### src/include/lpcs_pkg.sv
// lpcs_pkg: constants shared by the bus phy control block and its spi frame fifo.
// assumes a 10 MHz core clock; no other package is needed.
package lpcs_pkg;
    // core clock rate and derived cycle counts
    localparam longint unsigned CLK_HZ             = 64'd10000000;
    localparam longint unsigned TX_DOM_TIME_MS     = 64'd1000;     // stuck dominant time, ms
    localparam longint unsigned TX_DOM_CYCLES      = TX_DOM_TIME_MS * CLK_HZ / 64'd1000;
    localparam longint unsigned WAKE_FILT_TIME_US  = 64'd30;       // wake dominant filter, us
    localparam longint unsigned WAKE_FILT_CYCLES   =
        (WAKE_FILT_TIME_US * CLK_HZ + 64'd999999) / 64'd1000000;

    // spi frame layout
    localparam int unsigned FRAME_BITS   = 8;
    localparam int unsigned ADDR_MSB     = 7;
    localparam int unsigned ADDR_LSB     = 4;
    localparam int unsigned FIFO_DEPTH   = 16;

    // register addresses
    localparam logic [3:0] ADDR_MODE_CTRL   = 4'h0;
    localparam logic [3:0] ADDR_VOLT_STAT   = 4'h1;
    localparam logic [3:0] ADDR_BUS_CTRL    = 4'h4;
    localparam logic [3:0] ADDR_BUS_STAT    = 4'h5;
    localparam logic [3:0] ADDR_IRQ_MASK    = 4'he;
    localparam logic [3:0] ADDR_IRQ_SRC     = 4'hf;

    // bus control field positions
    localparam int unsigned DOM_LVL_BIT  = 3;
    localparam int unsigned RX_ONLY_BIT  = 2;
    localparam int unsigned PULLUP_BIT   = 2;
    localparam int unsigned MODE_MSB     = 1;
    localparam int unsigned BUS_MASK_BIT = 1;
    localparam int unsigned SUMMARY_BUS  = 2;

    // reset values
    localparam logic [3:0] BUS_CTRL_RST  = 4'h0;   // slew code 00 is the 20 kbit/s setting
    localparam logic [3:0] MODE_CTRL_RST = 4'hc;
    localparam logic [3:0] IRQ_MASK_RST  = 4'h0;

    // slew rate codes
    localparam logic [1:0] SLEW_20K   = 2'h0;
    localparam logic [1:0] SLEW_10K4  = 2'h1;
    localparam logic [1:0] SLEW_FAST  = 2'h2;

    // operating modes
    typedef enum logic [3:0] {
        LPCS_NORMAL = 4'h1,
        LPCS_STOP   = 4'h2,
        LPCS_SLEEP  = 4'h4,
        LPCS_NWDC   = 4'h8
    } lpcs_mode_e;
endpackage : lpcs_pkg

### src/hw/lpcs_fifo.sv
// lpcs_fifo: small synchronous fifo with valid/ready on both sides.
// assumes one clock and an asynchronous active-low reset.
`timescale 1ns/10ps
`default_nettype none
module lpcs_fifo #(
    parameter int unsigned WIDTH = 8,
    parameter int unsigned DEPTH = 16
) (
    input  wire logic             core_clk,
    input  wire logic             rst_n,
    input  wire logic [WIDTH-1:0] in_data,
    input  wire logic             in_valid,
    output logic                  in_ready,
    output logic      [WIDTH-1:0] out_data,
    output logic                  out_valid,
    input  wire logic             out_ready
);
    localparam int unsigned AW = $clog2(DEPTH);
    logic [WIDTH-1:0] mem [DEPTH];            // storage words
    logic [AW:0]      wr_ptr_reg;             // write pointer with wrap bit
    logic [AW:0]      rd_ptr_reg;             // read pointer with wrap bit
    wire              full  = (wr_ptr_reg[AW] != rd_ptr_reg[AW]) &&
                              (wr_ptr_reg[AW-1:0] == rd_ptr_reg[AW-1:0]);
    wire              empty = (wr_ptr_reg == rd_ptr_reg);
    wire              push  = in_valid && !full;
    wire              pop   = !empty && out_ready;

    assign in_ready  = !full;
    assign out_valid = !empty;
    assign out_data  = mem[rd_ptr_reg[AW-1:0]];

    // storage write, no reset needed for data
    always_ff @(posedge core_clk) begin
        if (push) begin
            mem[wr_ptr_reg[AW-1:0]] <= in_data;
        end
    end

    // pointer update
    always_ff @(posedge core_clk or negedge rst_n) begin
        if (!rst_n) begin
            wr_ptr_reg <= '0;
            rd_ptr_reg <= '0;
        end else begin
            if (push) wr_ptr_reg <= wr_ptr_reg + 1'b1;
            if (pop)  rd_ptr_reg <= rd_ptr_reg + 1'b1;
        end
    end
endmodule : lpcs_fifo
`default_nettype wire

### src/hw/lpcs_top.sv
// lpcs_top: digital control of a single-wire bus phy plus its 8-bit spi register port.
// assumes spi pins and phy sense pins arrive asynchronously and are synchronised here;
// spi clock is slow (well under core_clk/4) so it is oversampled on core_clk.
`timescale 1ns/10ps
`default_nettype none
// Overview of operation
// - two-bit slew select, defaults 20 kbit/s
// - pull-up bit clear drops pull-up in low power, sets wake threshold
// - over-current sets flag; in normal mode it sets receive-only, which blocks tx
// - any fault flag with mask drives interrupt
// - over-temperature disables transmitter, sets flag
// - over-temp recovery when gone and txd high
// - rxd short sets flag, disables transmitter
// - rxd toggle recovers; clean status read clears
// - txd low one second disables, flags
// - txd high recovers; status read clears flag
// - dominant level select bit drives level
// - receive-only blocks tx, set on errors in normal mode
// - receive-only in low power blocks wake
// - stop mode wake raises interrupt source
// - sleep mode wake requests system reset
// - frame is address, control; summary, status
// - chip select fall drives miso, latches
// - launch on sclk rise, sample fall
// - only exactly eight edges make valid
// - chip select rise commits write, miso off
// - resets restore registers, power-on sets flag
// - control register at address 4 layout
// - status register readable at 4 and 5
// - summary bit set when any status bit
module lpcs_top #(
    parameter longint unsigned TX_DOM_CYC = lpcs_pkg::TX_DOM_CYCLES,
    parameter int unsigned     FIFO_DEPTH = lpcs_pkg::FIFO_DEPTH
) (
    input  wire logic       core_clk,
    input  wire logic       rst_n,          // power-on reset, async
    input  wire logic       ext_rst_n,      // reset pin / reset mode request, async pin
    input  wire logic       cs_n,           // spi chip select pin
    input  wire logic       sclk,           // spi clock pin
    input  wire logic       mosi,           // spi data in pin
    output logic            miso_o,         // spi data out
    output logic            miso_oe,        // miso drive enable
    input  wire logic       txd,            // transmit data pin
    input  wire logic       bus_rx,         // receiver comparator output
    input  wire logic       rxd_fb,         // rxd pin readback
    input  wire logic       ocur_det,       // analog over-current sense
    input  wire logic       otemp_det,      // analog over-temperature sense
    input  wire logic [3:0] volt_flags,     // other voltage status flags, bit0 unused
    input  wire logic       hs_summary,     // high side summary from elsewhere
    input  wire logic       ls_summary,     // low side summary from elsewhere
    output logic            rxd_o,          // rxd pin drive
    output logic            tx_drive,       // low-side driver on
    output logic [1:0]      slew_rate_select,
    output logic            dominant_level_select,
    output logic            pullup_on,      // internal pull-up connected
    output logic            bus_wake_threshold,
    output logic            irq_n,          // interrupt output, active low
    output logic            wake_reset_req  // sleep wake system reset request
);
    // two-stage synchronisers for all pins except volt_flags and the summaries
    localparam int unsigned NSYNC = 8;
    logic [NSYNC-1:0] sync1_reg;           // first stage, read only by second stage
    logic [NSYNC-1:0] sync2_reg;           // second stage
    wire  [NSYNC-1:0] pins = {ext_rst_n, cs_n, sclk, mosi, txd, bus_rx, rxd_fb,
                              ocur_det | otemp_det ? 1'b0 : 1'b0};
    always_ff @(posedge core_clk or negedge rst_n) begin
        if (!rst_n) begin
            sync1_reg <= 8'hff;
            sync2_reg <= 8'hff;
        end else begin
            sync1_reg <= pins;
            sync2_reg <= sync1_reg;
        end
    end
    logic [1:0] an_s1_reg;                 // analog sense first stage
    logic [1:0] an_s2_reg;                 // analog sense second stage
    always_ff @(posedge core_clk or negedge rst_n) begin
        if (!rst_n) begin
            an_s1_reg <= 2'h0;
            an_s2_reg <= 2'h0;
        end else begin
            an_s1_reg <= {otemp_det, ocur_det};
            an_s2_reg <= an_s1_reg;
        end
    end
    wire ext_rst_s = sync2_reg[7];
    wire cs_s      = sync2_reg[6];
    wire sclk_s    = sync2_reg[5];
    wire mosi_s    = sync2_reg[4];
    wire txd_s     = sync2_reg[3];
    wire bus_s     = sync2_reg[2];
    wire rxfb_s    = sync2_reg[1];
    wire oc_s      = an_s2_reg[0];
    wire ot_s      = an_s2_reg[1];

    // edge detection on synchronised spi, rxd readback and bus lines
    logic cs_d_reg;                        // delayed chip select
    logic sclk_d_reg;                      // delayed spi clock
    logic rxfb_d_reg;                      // delayed rxd readback
    logic bus_d_reg;                       // delayed bus level
    always_ff @(posedge core_clk or negedge rst_n) begin
        if (!rst_n) begin
            cs_d_reg   <= 1'b1;
            sclk_d_reg <= 1'b0;
            rxfb_d_reg <= 1'b1;
            bus_d_reg  <= 1'b1;
        end else begin
            cs_d_reg   <= cs_s;
            sclk_d_reg <= sclk_s;
            rxfb_d_reg <= rxfb_s;
            bus_d_reg  <= bus_s;
        end
    end
    wire cs_fall   = cs_d_reg && !cs_s;
    wire cs_rise   = !cs_d_reg && cs_s;
    wire sclk_rise = !sclk_d_reg && sclk_s && !cs_s;
    wire sclk_fall = sclk_d_reg && !sclk_s && !cs_s;
    wire rx_toggle = rxfb_d_reg != rxfb_s;
    wire bus_rise  = !bus_d_reg && bus_s;

    // soft reset: reset pin or reset mode restores registers
    wire soft_rst = !ext_rst_s;

    // control and status registers
    logic [3:0] bus_phy_control_reg;       // dom level, rx only, slew[1:0]
    logic [3:0] mode_control_reg;          // hv enable, pull-up, mode[1:0]
    logic [3:0] interrupt_mask_reg;        // masks; bit1 is bus mask
    logic [3:0] interrupt_source_reg;      // bit1 bus wake source
    logic       power_loss_flag;           // set by power-on only
    logic       bus_overcurrent_flag;
    logic       bus_overtemp_flag;
    logic       rx_pin_short_flag;
    logic       tx_stuck_dominant_flag;
    logic       ot_off_reg;                // transmitter held off by over-temp
    logic       rs_off_reg;                // transmitter held off by rxd short
    logic       td_off_reg;                // transmitter held off by stuck txd
    wire  [3:0] bus_phy_status = {rx_pin_short_flag, tx_stuck_dominant_flag,
                                  bus_overtemp_flag, bus_overcurrent_flag};
    wire        bus_fault = |bus_phy_status;
    wire        receive_only = bus_phy_control_reg[lpcs_pkg::RX_ONLY_BIT];
    wire        bus_pullup_enable = mode_control_reg[lpcs_pkg::PULLUP_BIT];
    wire        bus_irq_mask = interrupt_mask_reg[lpcs_pkg::BUS_MASK_BIT];

    // current operating mode decoded from mode bits
    function automatic lpcs_pkg::lpcs_mode_e mode_of(input logic [1:0] m);
        case (m)
            2'h1:    mode_of = lpcs_pkg::LPCS_STOP;
            2'h2:    mode_of = lpcs_pkg::LPCS_SLEEP;
            2'h3:    mode_of = lpcs_pkg::LPCS_NWDC;
            default: mode_of = lpcs_pkg::LPCS_NORMAL;
        endcase
    endfunction : mode_of
    lpcs_pkg::lpcs_mode_e cur_mode;
    assign cur_mode = mode_of(mode_control_reg[lpcs_pkg::MODE_MSB:0]);
    wire low_power = (cur_mode == lpcs_pkg::LPCS_STOP) || (cur_mode == lpcs_pkg::LPCS_SLEEP);

    // spi shift engine
    logic [7:0] rx_sh_reg;                 // incoming bits, msb first
    logic [7:0] tx_sh_reg;                 // outgoing bits
    logic [3:0] edge_cnt_reg;              // sampling edges seen, saturates
    logic       frame_ok;                  // exactly eight sample edges
    assign frame_ok = (edge_cnt_reg == 4'(lpcs_pkg::FRAME_BITS));

    // read data chosen at chip select fall
    wire [3:0] rd_addr = rx_sh_reg[lpcs_pkg::ADDR_MSB:lpcs_pkg::ADDR_LSB];
    wire [3:0] summary = {|volt_flags[3:1] | power_loss_flag, bus_fault,
                          hs_summary, ls_summary};
    wire [3:0] volt_stat = {volt_flags[3:1], power_loss_flag};

    // fifo carries committed frames to the register update logic
    wire [7:0] fifo_out;
    wire       fifo_valid;
    wire       fifo_in_ready;
    wire       fifo_push = cs_rise && frame_ok;
    logic      fifo_take;
    lpcs_fifo #(.WIDTH(8), .DEPTH(FIFO_DEPTH)) u_fifo (
        .core_clk  (core_clk),
        .rst_n     (rst_n),
        .in_data   (rx_sh_reg),
        .in_valid  (fifo_push),
        .in_ready  (fifo_in_ready),
        .out_data  (fifo_out),
        .out_valid (fifo_valid),
        .out_ready (fifo_take)
    );
    // drain one frame per cycle except while a status read is being snapped
    assign fifo_take = fifo_valid && !cs_fall;
    wire [3:0] wr_addr = fifo_out[7:4];
    wire [3:0] wr_data = fifo_out[3:0];
    wire       wr_any  = fifo_take;
    // status register read: frame addressed at 4 or 5 reached commit
    wire       stat_read = wr_any && (wr_addr == lpcs_pkg::ADDR_BUS_CTRL ||
                                      wr_addr == lpcs_pkg::ADDR_BUS_STAT);

    // shift register and miso, launch on rise, sample on fall
    always_ff @(posedge core_clk or negedge rst_n) begin
        if (!rst_n) begin
            rx_sh_reg    <= 8'h00;
            tx_sh_reg    <= 8'h00;
            edge_cnt_reg <= 4'h0;
            miso_o       <= 1'b0;
            miso_oe      <= 1'b0;
        end else if (cs_fall) begin
            // capture read data using the previous frame address
            tx_sh_reg    <= {summary, rd_status(rd_addr)};
            edge_cnt_reg <= 4'h0;
            miso_oe      <= 1'b1;
            miso_o       <= summary[3];
        end else if (cs_rise) begin
            miso_oe      <= 1'b0;
        end else begin
            if (sclk_rise) begin
                miso_o    <= tx_sh_reg[7];
                tx_sh_reg <= {tx_sh_reg[6:0], 1'b0};
            end
            if (sclk_fall) begin
                rx_sh_reg <= {rx_sh_reg[6:0], mosi_s};
                if (edge_cnt_reg != 4'hf) edge_cnt_reg <= edge_cnt_reg + 4'h1;
            end
        end
    end

    // register status nibble by address
    function automatic logic [3:0] rd_status(input logic [3:0] a);
        case (a)
            4'h0, 4'h1: rd_status = volt_stat;
            4'h4, 4'h5: rd_status = bus_phy_status;
            4'he, 4'hf: rd_status = interrupt_source_reg;
            default:    rd_status = 4'h0;
        endcase
    endfunction : rd_status

    // control register writes, soft reset restores defaults
    always_ff @(posedge core_clk or negedge rst_n) begin
        if (!rst_n) begin
            bus_phy_control_reg <= lpcs_pkg::BUS_CTRL_RST;
            mode_control_reg    <= lpcs_pkg::MODE_CTRL_RST;
            interrupt_mask_reg  <= lpcs_pkg::IRQ_MASK_RST;
        end else if (soft_rst) begin
            bus_phy_control_reg <= lpcs_pkg::BUS_CTRL_RST;
            mode_control_reg    <= lpcs_pkg::MODE_CTRL_RST;
            interrupt_mask_reg  <= lpcs_pkg::IRQ_MASK_RST;
        end else begin
            if (wr_any && wr_addr == lpcs_pkg::ADDR_BUS_CTRL)
                bus_phy_control_reg <= wr_data;
            else if (bus_fault && cur_mode == lpcs_pkg::LPCS_NORMAL)
                bus_phy_control_reg[lpcs_pkg::RX_ONLY_BIT] <= 1'b1;
            if (wr_any && wr_addr == lpcs_pkg::ADDR_MODE_CTRL)
                mode_control_reg <= wr_data;
            if (wr_any && wr_addr == lpcs_pkg::ADDR_IRQ_MASK)
                interrupt_mask_reg <= wr_data;
        end
    end

    // power loss flag: set at power-on only, cleared by mode/voltage access
    always_ff @(posedge core_clk or negedge rst_n) begin
        if (!rst_n) begin
            power_loss_flag <= 1'b1;
        end else if (wr_any && (wr_addr == lpcs_pkg::ADDR_MODE_CTRL ||
                                wr_addr == lpcs_pkg::ADDR_VOLT_STAT)) begin
            power_loss_flag <= 1'b0;
        end
    end

    // stuck dominant timer on txd
    logic [31:0] dom_cnt_reg;              // cycles txd has been low
    wire         dom_expired = (dom_cnt_reg >= 32'(TX_DOM_CYC));
    always_ff @(posedge core_clk or negedge rst_n) begin
        if (!rst_n) dom_cnt_reg <= 32'h0;
        else if (txd_s) dom_cnt_reg <= 32'h0;
        else if (!dom_expired) dom_cnt_reg <= dom_cnt_reg + 32'h1;
    end

    // rxd short check: readback lags the drive by the synchroniser, so use the level two back
    logic [1:0] rxd_drv_hist_reg;          // drive level one and two cycles back
    wire        rxd_short = (rxd_drv_hist_reg[1] != rxfb_s) &&
                            (rxd_drv_hist_reg[1] == rxd_drv_hist_reg[0]);
    // fault flags and transmitter hold-offs; set wins over read clear
    always_ff @(posedge core_clk or negedge rst_n) begin
        if (!rst_n) begin
            bus_overcurrent_flag   <= 1'b0;
            bus_overtemp_flag      <= 1'b0;
            rx_pin_short_flag      <= 1'b0;
            tx_stuck_dominant_flag <= 1'b0;
            ot_off_reg             <= 1'b0;
            rs_off_reg             <= 1'b0;
            td_off_reg             <= 1'b0;
        end else if (soft_rst) begin
            bus_overcurrent_flag   <= 1'b0;
            bus_overtemp_flag      <= 1'b0;
            rx_pin_short_flag      <= 1'b0;
            tx_stuck_dominant_flag <= 1'b0;
            ot_off_reg             <= 1'b0;
            rs_off_reg             <= 1'b0;
            td_off_reg             <= 1'b0;
        end else begin
            // over-current only flags, cleared by status read when gone
            if (oc_s) bus_overcurrent_flag <= 1'b1;
            else if (stat_read) bus_overcurrent_flag <= 1'b0;
            // over-temperature
            if (ot_s) begin
                bus_overtemp_flag <= 1'b1;
                ot_off_reg        <= 1'b1;
            end else if (txd_s && (ot_off_reg || stat_read)) begin
                ot_off_reg        <= 1'b0;
                if (stat_read) bus_overtemp_flag <= 1'b0;
            end
            // rxd short: driven level differs from readback
            if (rxd_short) begin
                rx_pin_short_flag <= 1'b1;
                rs_off_reg        <= 1'b1;
            end else begin
                if (rs_off_reg && rx_toggle && txd_s) rs_off_reg <= 1'b0;
                if (stat_read) rx_pin_short_flag <= 1'b0;
            end
            // stuck dominant txd
            if (dom_expired) begin
                tx_stuck_dominant_flag <= 1'b1;
                td_off_reg             <= 1'b1;
            end else if (txd_s) begin
                td_off_reg <= 1'b0;
                if (stat_read) tx_stuck_dominant_flag <= 1'b0;
            end
        end
    end

    // wake detection: dominant longer than filter time, then rising edge
    logic [15:0] wk_cnt_reg;               // dominant duration counter
    wire         wk_long = (wk_cnt_reg >= 16'(lpcs_pkg::WAKE_FILT_CYCLES));
    wire         wake_en = low_power && !receive_only;
    wire         wake_ev = wake_en && wk_long && bus_rise;
    always_ff @(posedge core_clk or negedge rst_n) begin
        if (!rst_n) wk_cnt_reg <= 16'h0;
        else if (bus_s || !wake_en) wk_cnt_reg <= 16'h0;
        else if (!wk_long) wk_cnt_reg <= wk_cnt_reg + 16'h1;
    end

    // interrupt source: wake recorded, read clears unless set again
    wire ws_read = wr_any && (wr_addr == lpcs_pkg::ADDR_IRQ_MASK ||
                              wr_addr == lpcs_pkg::ADDR_IRQ_SRC);
    always_ff @(posedge core_clk or negedge rst_n) begin
        if (!rst_n) interrupt_source_reg <= 4'h0;
        else if (wake_ev) interrupt_source_reg[lpcs_pkg::BUS_MASK_BIT] <= 1'b1;
        else if (ws_read) interrupt_source_reg <= 4'h0;
    end

    // registered pin outputs
    wire tx_block = receive_only || low_power || ot_off_reg || rs_off_reg || td_off_reg;
    always_ff @(posedge core_clk or negedge rst_n) begin
        if (!rst_n) begin
            tx_drive              <= 1'b0;
            rxd_o                 <= 1'b1;
            rxd_drv_hist_reg      <= 2'h3;
            slew_rate_select      <= lpcs_pkg::SLEW_20K;
            dominant_level_select <= 1'b0;
            pullup_on             <= 1'b1;
            bus_wake_threshold    <= 1'b1;
            irq_n                 <= 1'b1;
            wake_reset_req        <= 1'b0;
        end else begin
            tx_drive   <= !txd_s && !tx_block;
            // stop mode with receive-only mirrors the bus; normal mode always does
            rxd_o      <= (cur_mode == lpcs_pkg::LPCS_SLEEP) ? 1'b1 :
                          (low_power && !receive_only) ? 1'b1 : bus_s;
            rxd_drv_hist_reg <= {rxd_drv_hist_reg[0], rxd_o};
            slew_rate_select      <= bus_phy_control_reg[1:0];
            dominant_level_select <= bus_phy_control_reg[lpcs_pkg::DOM_LVL_BIT];
            pullup_on          <= !low_power || bus_pullup_enable;
            bus_wake_threshold <= bus_pullup_enable;
            irq_n <= !((bus_fault && bus_irq_mask) ||
                       (interrupt_source_reg[lpcs_pkg::BUS_MASK_BIT] && bus_irq_mask));
            wake_reset_req <= wake_ev && (cur_mode == lpcs_pkg::LPCS_SLEEP);
        end
    end
endmodule : lpcs_top
`default_nettype wire

### config.mk
export PLATFORM = sky130hd
export DESIGN_NAME = lpcs_top
export DESIGN_NICKNAME = d
export VERILOG_FILES = /design/src/include/lpcs_pkg.sv /design/src/hw/lpcs_fifo.sv /design/src/hw/lpcs_top.sv
export SDC_FILE = /design/constraint.sdc
export NUM_CORES = 1
export LEC_CHECK = 0
export BUFFER_PORTS_ARGS = -buffer_cell sky130_fd_sc_hd__buf_2
export CAP_MARGIN = 0
export CORE_UTILIZATION = 55
export CTS_BUF_LIST = sky130_fd_sc_hd__clkbuf_16
export DETAILED_ROUTE_END_ITERATION = 12
export GPL_TIMING_DRIVEN = 0
export PLACE_DENSITY = 0.74
export SLEW_MARGIN = 20
export SYNTH_ARGS = -nofsm -noshare
export SYNTH_HDL_FRONTEND = slang
export SYNTH_SLANG_ARGS = --single-unit
### constraint.sdc
create_clock -name core_clk -period 2.9 [get_ports core_clk]
set_input_delay 0.29 -clock core_clk [delete_from_list [all_inputs] [get_ports core_clk]]
set_output_delay 0.29 -clock core_clk [all_outputs]
set_load 0.02 [all_outputs]
-- Word-level counts from Yosys, hierarchy flattened
Memories as Yosys holds them, arrays and structs flattened.
Index checks and enable logic that the tools add are counted.
Widths: inputs -> output; s select.
- logic and storage cells: 214
- RAM bits: 128
- bits in registers: 133
- input bits: 17
- memories kept: 1
- memories (name ; words ; width ; rd ports ; clocked after memory_dff ; wr ports ; line ; text):
    u_fifo.mem ; 16 ; 8 ; 1 ; 0 ; 1 ; lpcs_fifo.sv:19 ; logic [WIDTH-1:0] mem [DEPTH];
- reductions and logical operators: 73
- equal/unequal tests: 38
- $lt $le $gt $ge: 2
- add/subtract/negate cells: 5
- muxes and demuxes: 53
- bitwise logic cells: 3
- operator list (cell ; number):
    $mux 32 ; 2
    $mux 1 ; 33
    $add 32x1->32 const B ; 1
    $ge 32x24->1 const B ; 1
    $mux 16 ; 2
    $logic_and 1x1->1 ; 30
    $mux 8 ; 3
    $pmux 4 s3 ; 2
    $ne 3x1->1 const B ; 7
    $eq 4x3->1 const B ; 5
    $eq 4x4->1 const B ; 5
    $mux 4 ; 5
    $add 16x1->16 const B ; 1
    $ge 16x9->1 const B ; 1
    $logic_not 1->1 ; 14
    $eq 4x1->1 const B ; 3
    $logic_or 1x1->1 ; 12
    $add 5x1->5 const B ; 2
    $reduce_bool 2->1 ; 5
    $logic_not 4->1 ; 2
    $mux 2 ; 4
    $ne 2x1->1 const B ; 4
    $mux 3 ; 2
    $reduce_and 2->1 ; 3
    other kinds (17) ; 25

-- Logic depth before layout (Yosys ltp)
- depth after elaboration: 10
- depth in mapped cells: 9
- gate-level depth less buffers: 7

-- Hierarchy
Synthesis repeated with hierarchy kept, for this count alone.
- cell total of the unflattened synthesis: 751
- area, all modules: 10871.7 µm²
- modules (own cells, without submodules) (module ; cells an instance ; area each (µm²) ; times used ; sequential area each (µm²)):
    lpcs_fifo ; 293 ; 5694.2 ; 1 ; 4093.9
    lpcs_top ; 458 ; 5177.5 ; 1 ; 3034.2

-- Least setup slack after synthesis
No wires, ideal clock.
- path kind: reg-to-reg
- start point: register sync2_reg[6]
- end point: memory u_fifo.mem[3][0] (enable)
- setup time: 0.383 ns
- period minus slack after synthesis: 2.826 ns
- cell stages (with the launch flop): 7
- slack: 0.074 ns
- required time: 2.517 ns
- data arrival time: 2.443 ns
- cells stage by stage: dfstp_2 -> ha_1 -> buf_1 -> nand2_1 -> a2111oi_2 -> nand2_1 -> nor3_1
- cells in the longest elaborated chain, start to end: 5
- RTL lines (element ; line ; text):
    start, declared ; lpcs_top.sv:63 ; logic [NSYNC-1:0] sync2_reg;
    start signal, assigned ; lpcs_top.sv:72 ; sync2_reg <= sync1_reg;
    $logic_and 1x1->1 ; lpcs_top.sv:115 ; wire cs_rise = !cs_d_reg && cs_s;
    $logic_and 1x1->1 ; lpcs_top.sv:174 ; wire fifo_push = cs_rise && frame_ok;
    $logic_and 1x1->1 ; lpcs_fifo.sv:25 ; wire push = in_valid && !full;
    $mux 1 ; lpcs_fifo.sv:34 ; if (push) begin
    $mux 1 (not written as such) ; lpcs_fifo.sv:35 ; mem[wr_ptr_reg[AW-1:0]] <= in_data;
    end, declared ; lpcs_fifo.sv:19 ;
No other way between the ends.

-- Worst setup path after layout
- start point: register u_fifo.rd_ptr_reg[0]
- end point: memory u_fifo.mem[1][6] (enable)
- cells in the longest elaborated chain, start to end: 6
- RTL lines (element ; line ; text):
    start, declared ; lpcs_fifo.sv:21 ; logic [AW:0] rd_ptr_reg;
    start signal, assigned ; lpcs_fifo.sv:46 ; if (pop) rd_ptr_reg <= rd_ptr_reg + 1'b1;
    $eq 4x4->1 ; lpcs_fifo.sv:23 ; (wr_ptr_reg[AW-1:0] == rd_ptr_reg[AW-1:0]);
    $logic_and 1x1->1 ; lpcs_fifo.sv:22 ; wire full = (wr_ptr_reg[AW] != rd_ptr_reg[AW]) &&
    $logic_not 1->1 ; lpcs_fifo.sv:25 ;
    $logic_and 1x1->1 ; lpcs_fifo.sv:25 ;
    $mux 1 ; lpcs_fifo.sv:34 ;
    $mux 1 (not written as such) ; lpcs_fifo.sv:35 ;
No other way between the ends.

==> metrics.yaml <==
power_and_ir_drop:
  leakage_uw: 0.004847
  irDropWorstVdd_v: 0.0007732
  p_sw_uw: 2696
  clockPowerShare_pct: 35.2
  p_per_area_nw_per_um2: 804.5
  switching_share_pct: 27.25
  seq_power_share_pct: 45.3
  internal_power_uw: 7195
  power_frac_comb_pct: 19.5
global_routing:
  use_met3_pct: 4.246
  grt_pass1_wl_mm: 33.70
  grt_most_used_layer: "met2"
  use_met1_pct: 28.88
  grt.total_usage_pct: 22.29
  antenna_found_initial: 0
  grt.overflow.total: 0
  grt_pass1_vias: 6244
  grt_max_degree: 72
  grt_use_met2_pct: 37.97
synthesis:
  ys_seq_area_share_pct: 67.38
  synth_flop_cell: "edfxtp_1"
  async_reset_ff_share_pct: 50.39
  synth.most_common_cell: "edfxtp_1"
  synth_fp_nets: 745
  yosysTopAreaCell: "edfxtp_1"
  avgSynthCellArea_um2: 14.84
  ys_seq_elements: 258
  yosys_warnings: 0
  synth.top_cell.area_share_pct: 36.33
  yosysUniqueCellTypes: 60
  netlist_area_um2: 10580
  synth_edf_count: 128
  syn_inst: 713
  synth_area_leaders: "edfxtp_1 (36%), dfrtp_1 (25%), dfstp_2 (6.2%)"
  synth_common_cells: "edfxtp_1 (128), dfrtp_1 (105), nor2_1 (60)"
clocking:
  cts_max_level: 1
  cts_buffers: 26
  path_clk_slew_ns: 0.06
  numClockSinks: 258
  clkLatencyLatePin_ns: 0.53
  cts_tree: "done"
  clock_path_buffers: 3
  cts_root_buf: "clkbuf_16"
worst_hold_path:
  min_path_type: "input port to flip-flop"
drt:
  drc: 0
  first_iter_violations: 524
  ant_nets: 0
  wl_mm: 21.22
  avgViaCountPerCell: 5.854
  dr.pass1.iters: 5
  vias: 6082
  post_drt_wl_per_cell_um: 20.42
die:
  rows: 50
  coreArea_um2: 18770
  design.portCount: 28
  die_h_um: 140.7
  die_w_um: 140.7
  die-area_um2: 19790
  initial_core_util_pct: 56.37
sta:
  clock.fmax_mhz: 356.7
  slew_headroom_pct: 32.49
  fin_crit_ns: 2.803
  skew_ns: 0.01726
  setup_viol: 0
  max_slew.worst_pin.slew_ns: 1.003
  hold_violations: 0
  drv_slew: 0
  layout_worst_path_cycle_share_pct: 96.67
  whs_ns: 0.07255
  rsz0062_at_grt: "no"
cells_and_area:
  nFillCells: 1291
  multiInputGateArea_um2: 3379
  area_growth_pct: 16.22
  largest_reg_flops: 128
  diodes: 0
  seqCellArea_um2: 7128
  final_nets: 817
  drive_gt1_share_pct: 21.86
  fin_area_um2: 12290
critical_path:
  reg2reg_slack_ns: 0.1
  cp_max_fo: 10
  critPathRequiredTime_ns: 3.18
  crit_type: "flip-flop to flip-flop"
  path_common_cell: "buf_4"
  setup.worst_path.start_class: "flip-flop"
  cpPeakStageDelay_ns: 0.87
  crit_buf_inv: 3
  arrival_ns: 3.08
  path_delay_family: "simple AND/OR/NAND/NOR gates"
  path_cells: "buf_6 -> xor2_1 -> nor4_1 -> a2111oi_4 -> buf_4 -> nand2_2 -> nor3_4 -> buf_4"
  endpoint_kind: "flip-flop"
  critPathSlowestCell: "nor4_1"
placed_design:
  port_buffers: 26
  dp_hpwl_mm: 13.83
  place_area_um2: 11070
  routabilityCongestion: 0.8458
job:
  cap_violations: 0
status:
  status: "finished clean"
## timing repair
item,4_1_cts,5_1_grt
hold buffers,10,0
pin swaps,3,3
buffers inserted,3,3
hold endpoints to repair,62,0
endpoints found under the setup margin,132,137
gates resized for setup,18,18
## cells by family after synthesis
logic type,synth area share [%]
adders and majority gates,1.774
AOI/OAI and AO/OA,3.737
and+or+nand+nor,10.05
muxes,11.32
DFF,67.38
xor gates and xnor gates,3.560
buffers and inverters,2.176
## final cells by class
| type | instances | area share, % |
|---|---|---|
| plain buffers | 28 | 1.201 |
| repair buffers | 45 | 2.941 |
| multi-input cells | 404 | 27.49 |
| well taps | 234 | 2.381 |
| clock inverters | 21 | 1.842 |
| flip-flops and latches | 258 | 57.98 |
| inverters | 22 | 0.6717 |
| clock buffers | 27 | 5.496 |
## worst paths after layout
kind                                      startpoint          endpoint  cells past startpoint
max in group asynchronous                      rst_n      sync1_reg[5]                      3
min in group asynchronous                      rst_n   dom_cnt_reg[16]                      2
worst max register to register  u_fifo.rd_ptr_reg[0]  u_fifo.mem[1][6]                      8
worst max-delay path            u_fifo.rd_ptr_reg[0]  u_fifo.mem[1][6]                      8
worst min-delay path                      hs_summary      tx_sh_reg[5]                      3
worst min register to register          sync1_reg[3]      sync2_reg[3]                      0
## worst register-to-register path, stage by stage (launching register included)
cell and delay (ns):
dfrtp_1 0.43, buf_6 0.19, xor2_1 0.16, nor4_1 0.87, a2111oi_4 0.23, buf_4 0.22, nand2_2 0.21, nor3_4 0.08
buf_4 0.18
## routing by layer
metal  up-vias  wire (µm)
met2       145      10790
met1      3125       8920
met3        39       1013
met5         -          0
met4         0        493
li1       2773          -
## layout by cell type, fill, tap and decap left out, drive strengths merged, types with 5 or more instances in the layout
cell type and count:
dlygate4sd3 10, bufinv 5, dfrtp 105, clkinv 12
nor2b 11, inv 24, nor3 14, mux4 29
nand3 13, and3 10, and2 10, xnor2 18
edfxtp 128, mux2 18, nand2 42, a21oi 9
nor4 6, nor2 61, buf 46, nand4 23
dfstp 25, o21ai 19, nand2b 7, mux2i 30
xor2 25, ha 15, clkbuf 44
## power groups by stage
stage	logic, µW	registers (µW)	clock network (µW)
3_3_place_gp	1830	4520	0
4_1_cts	1920	4480	3530
5_1_grt	2070	4520	3670
3_5_place_dp	1900	4550	0
2_1_floorplan	1360	4490	0
6_report	1920	4480	3480
## stage by stage
stage | cells | setup slack (ns) | setup TNS (ns) | util (%) | power, µW
floorplan | 713 | 0.07382 | 0 | - | 5852
global placement | 973 | -0.9099 | -59.43 | 58.62 | 6348
detailed placement | 976 | -0.6670 | -59.19 | 58.99 | 6450
CTS | 1036 | -0.2067 | -6.197 | 64.91 | 9939
global route | 1039 | 0.02648 | 0 | 65.51 | 10260
finish | 1039 | 0.09655 | 0 | 65.51 | 9890
(Power assumes the default switching activity.)
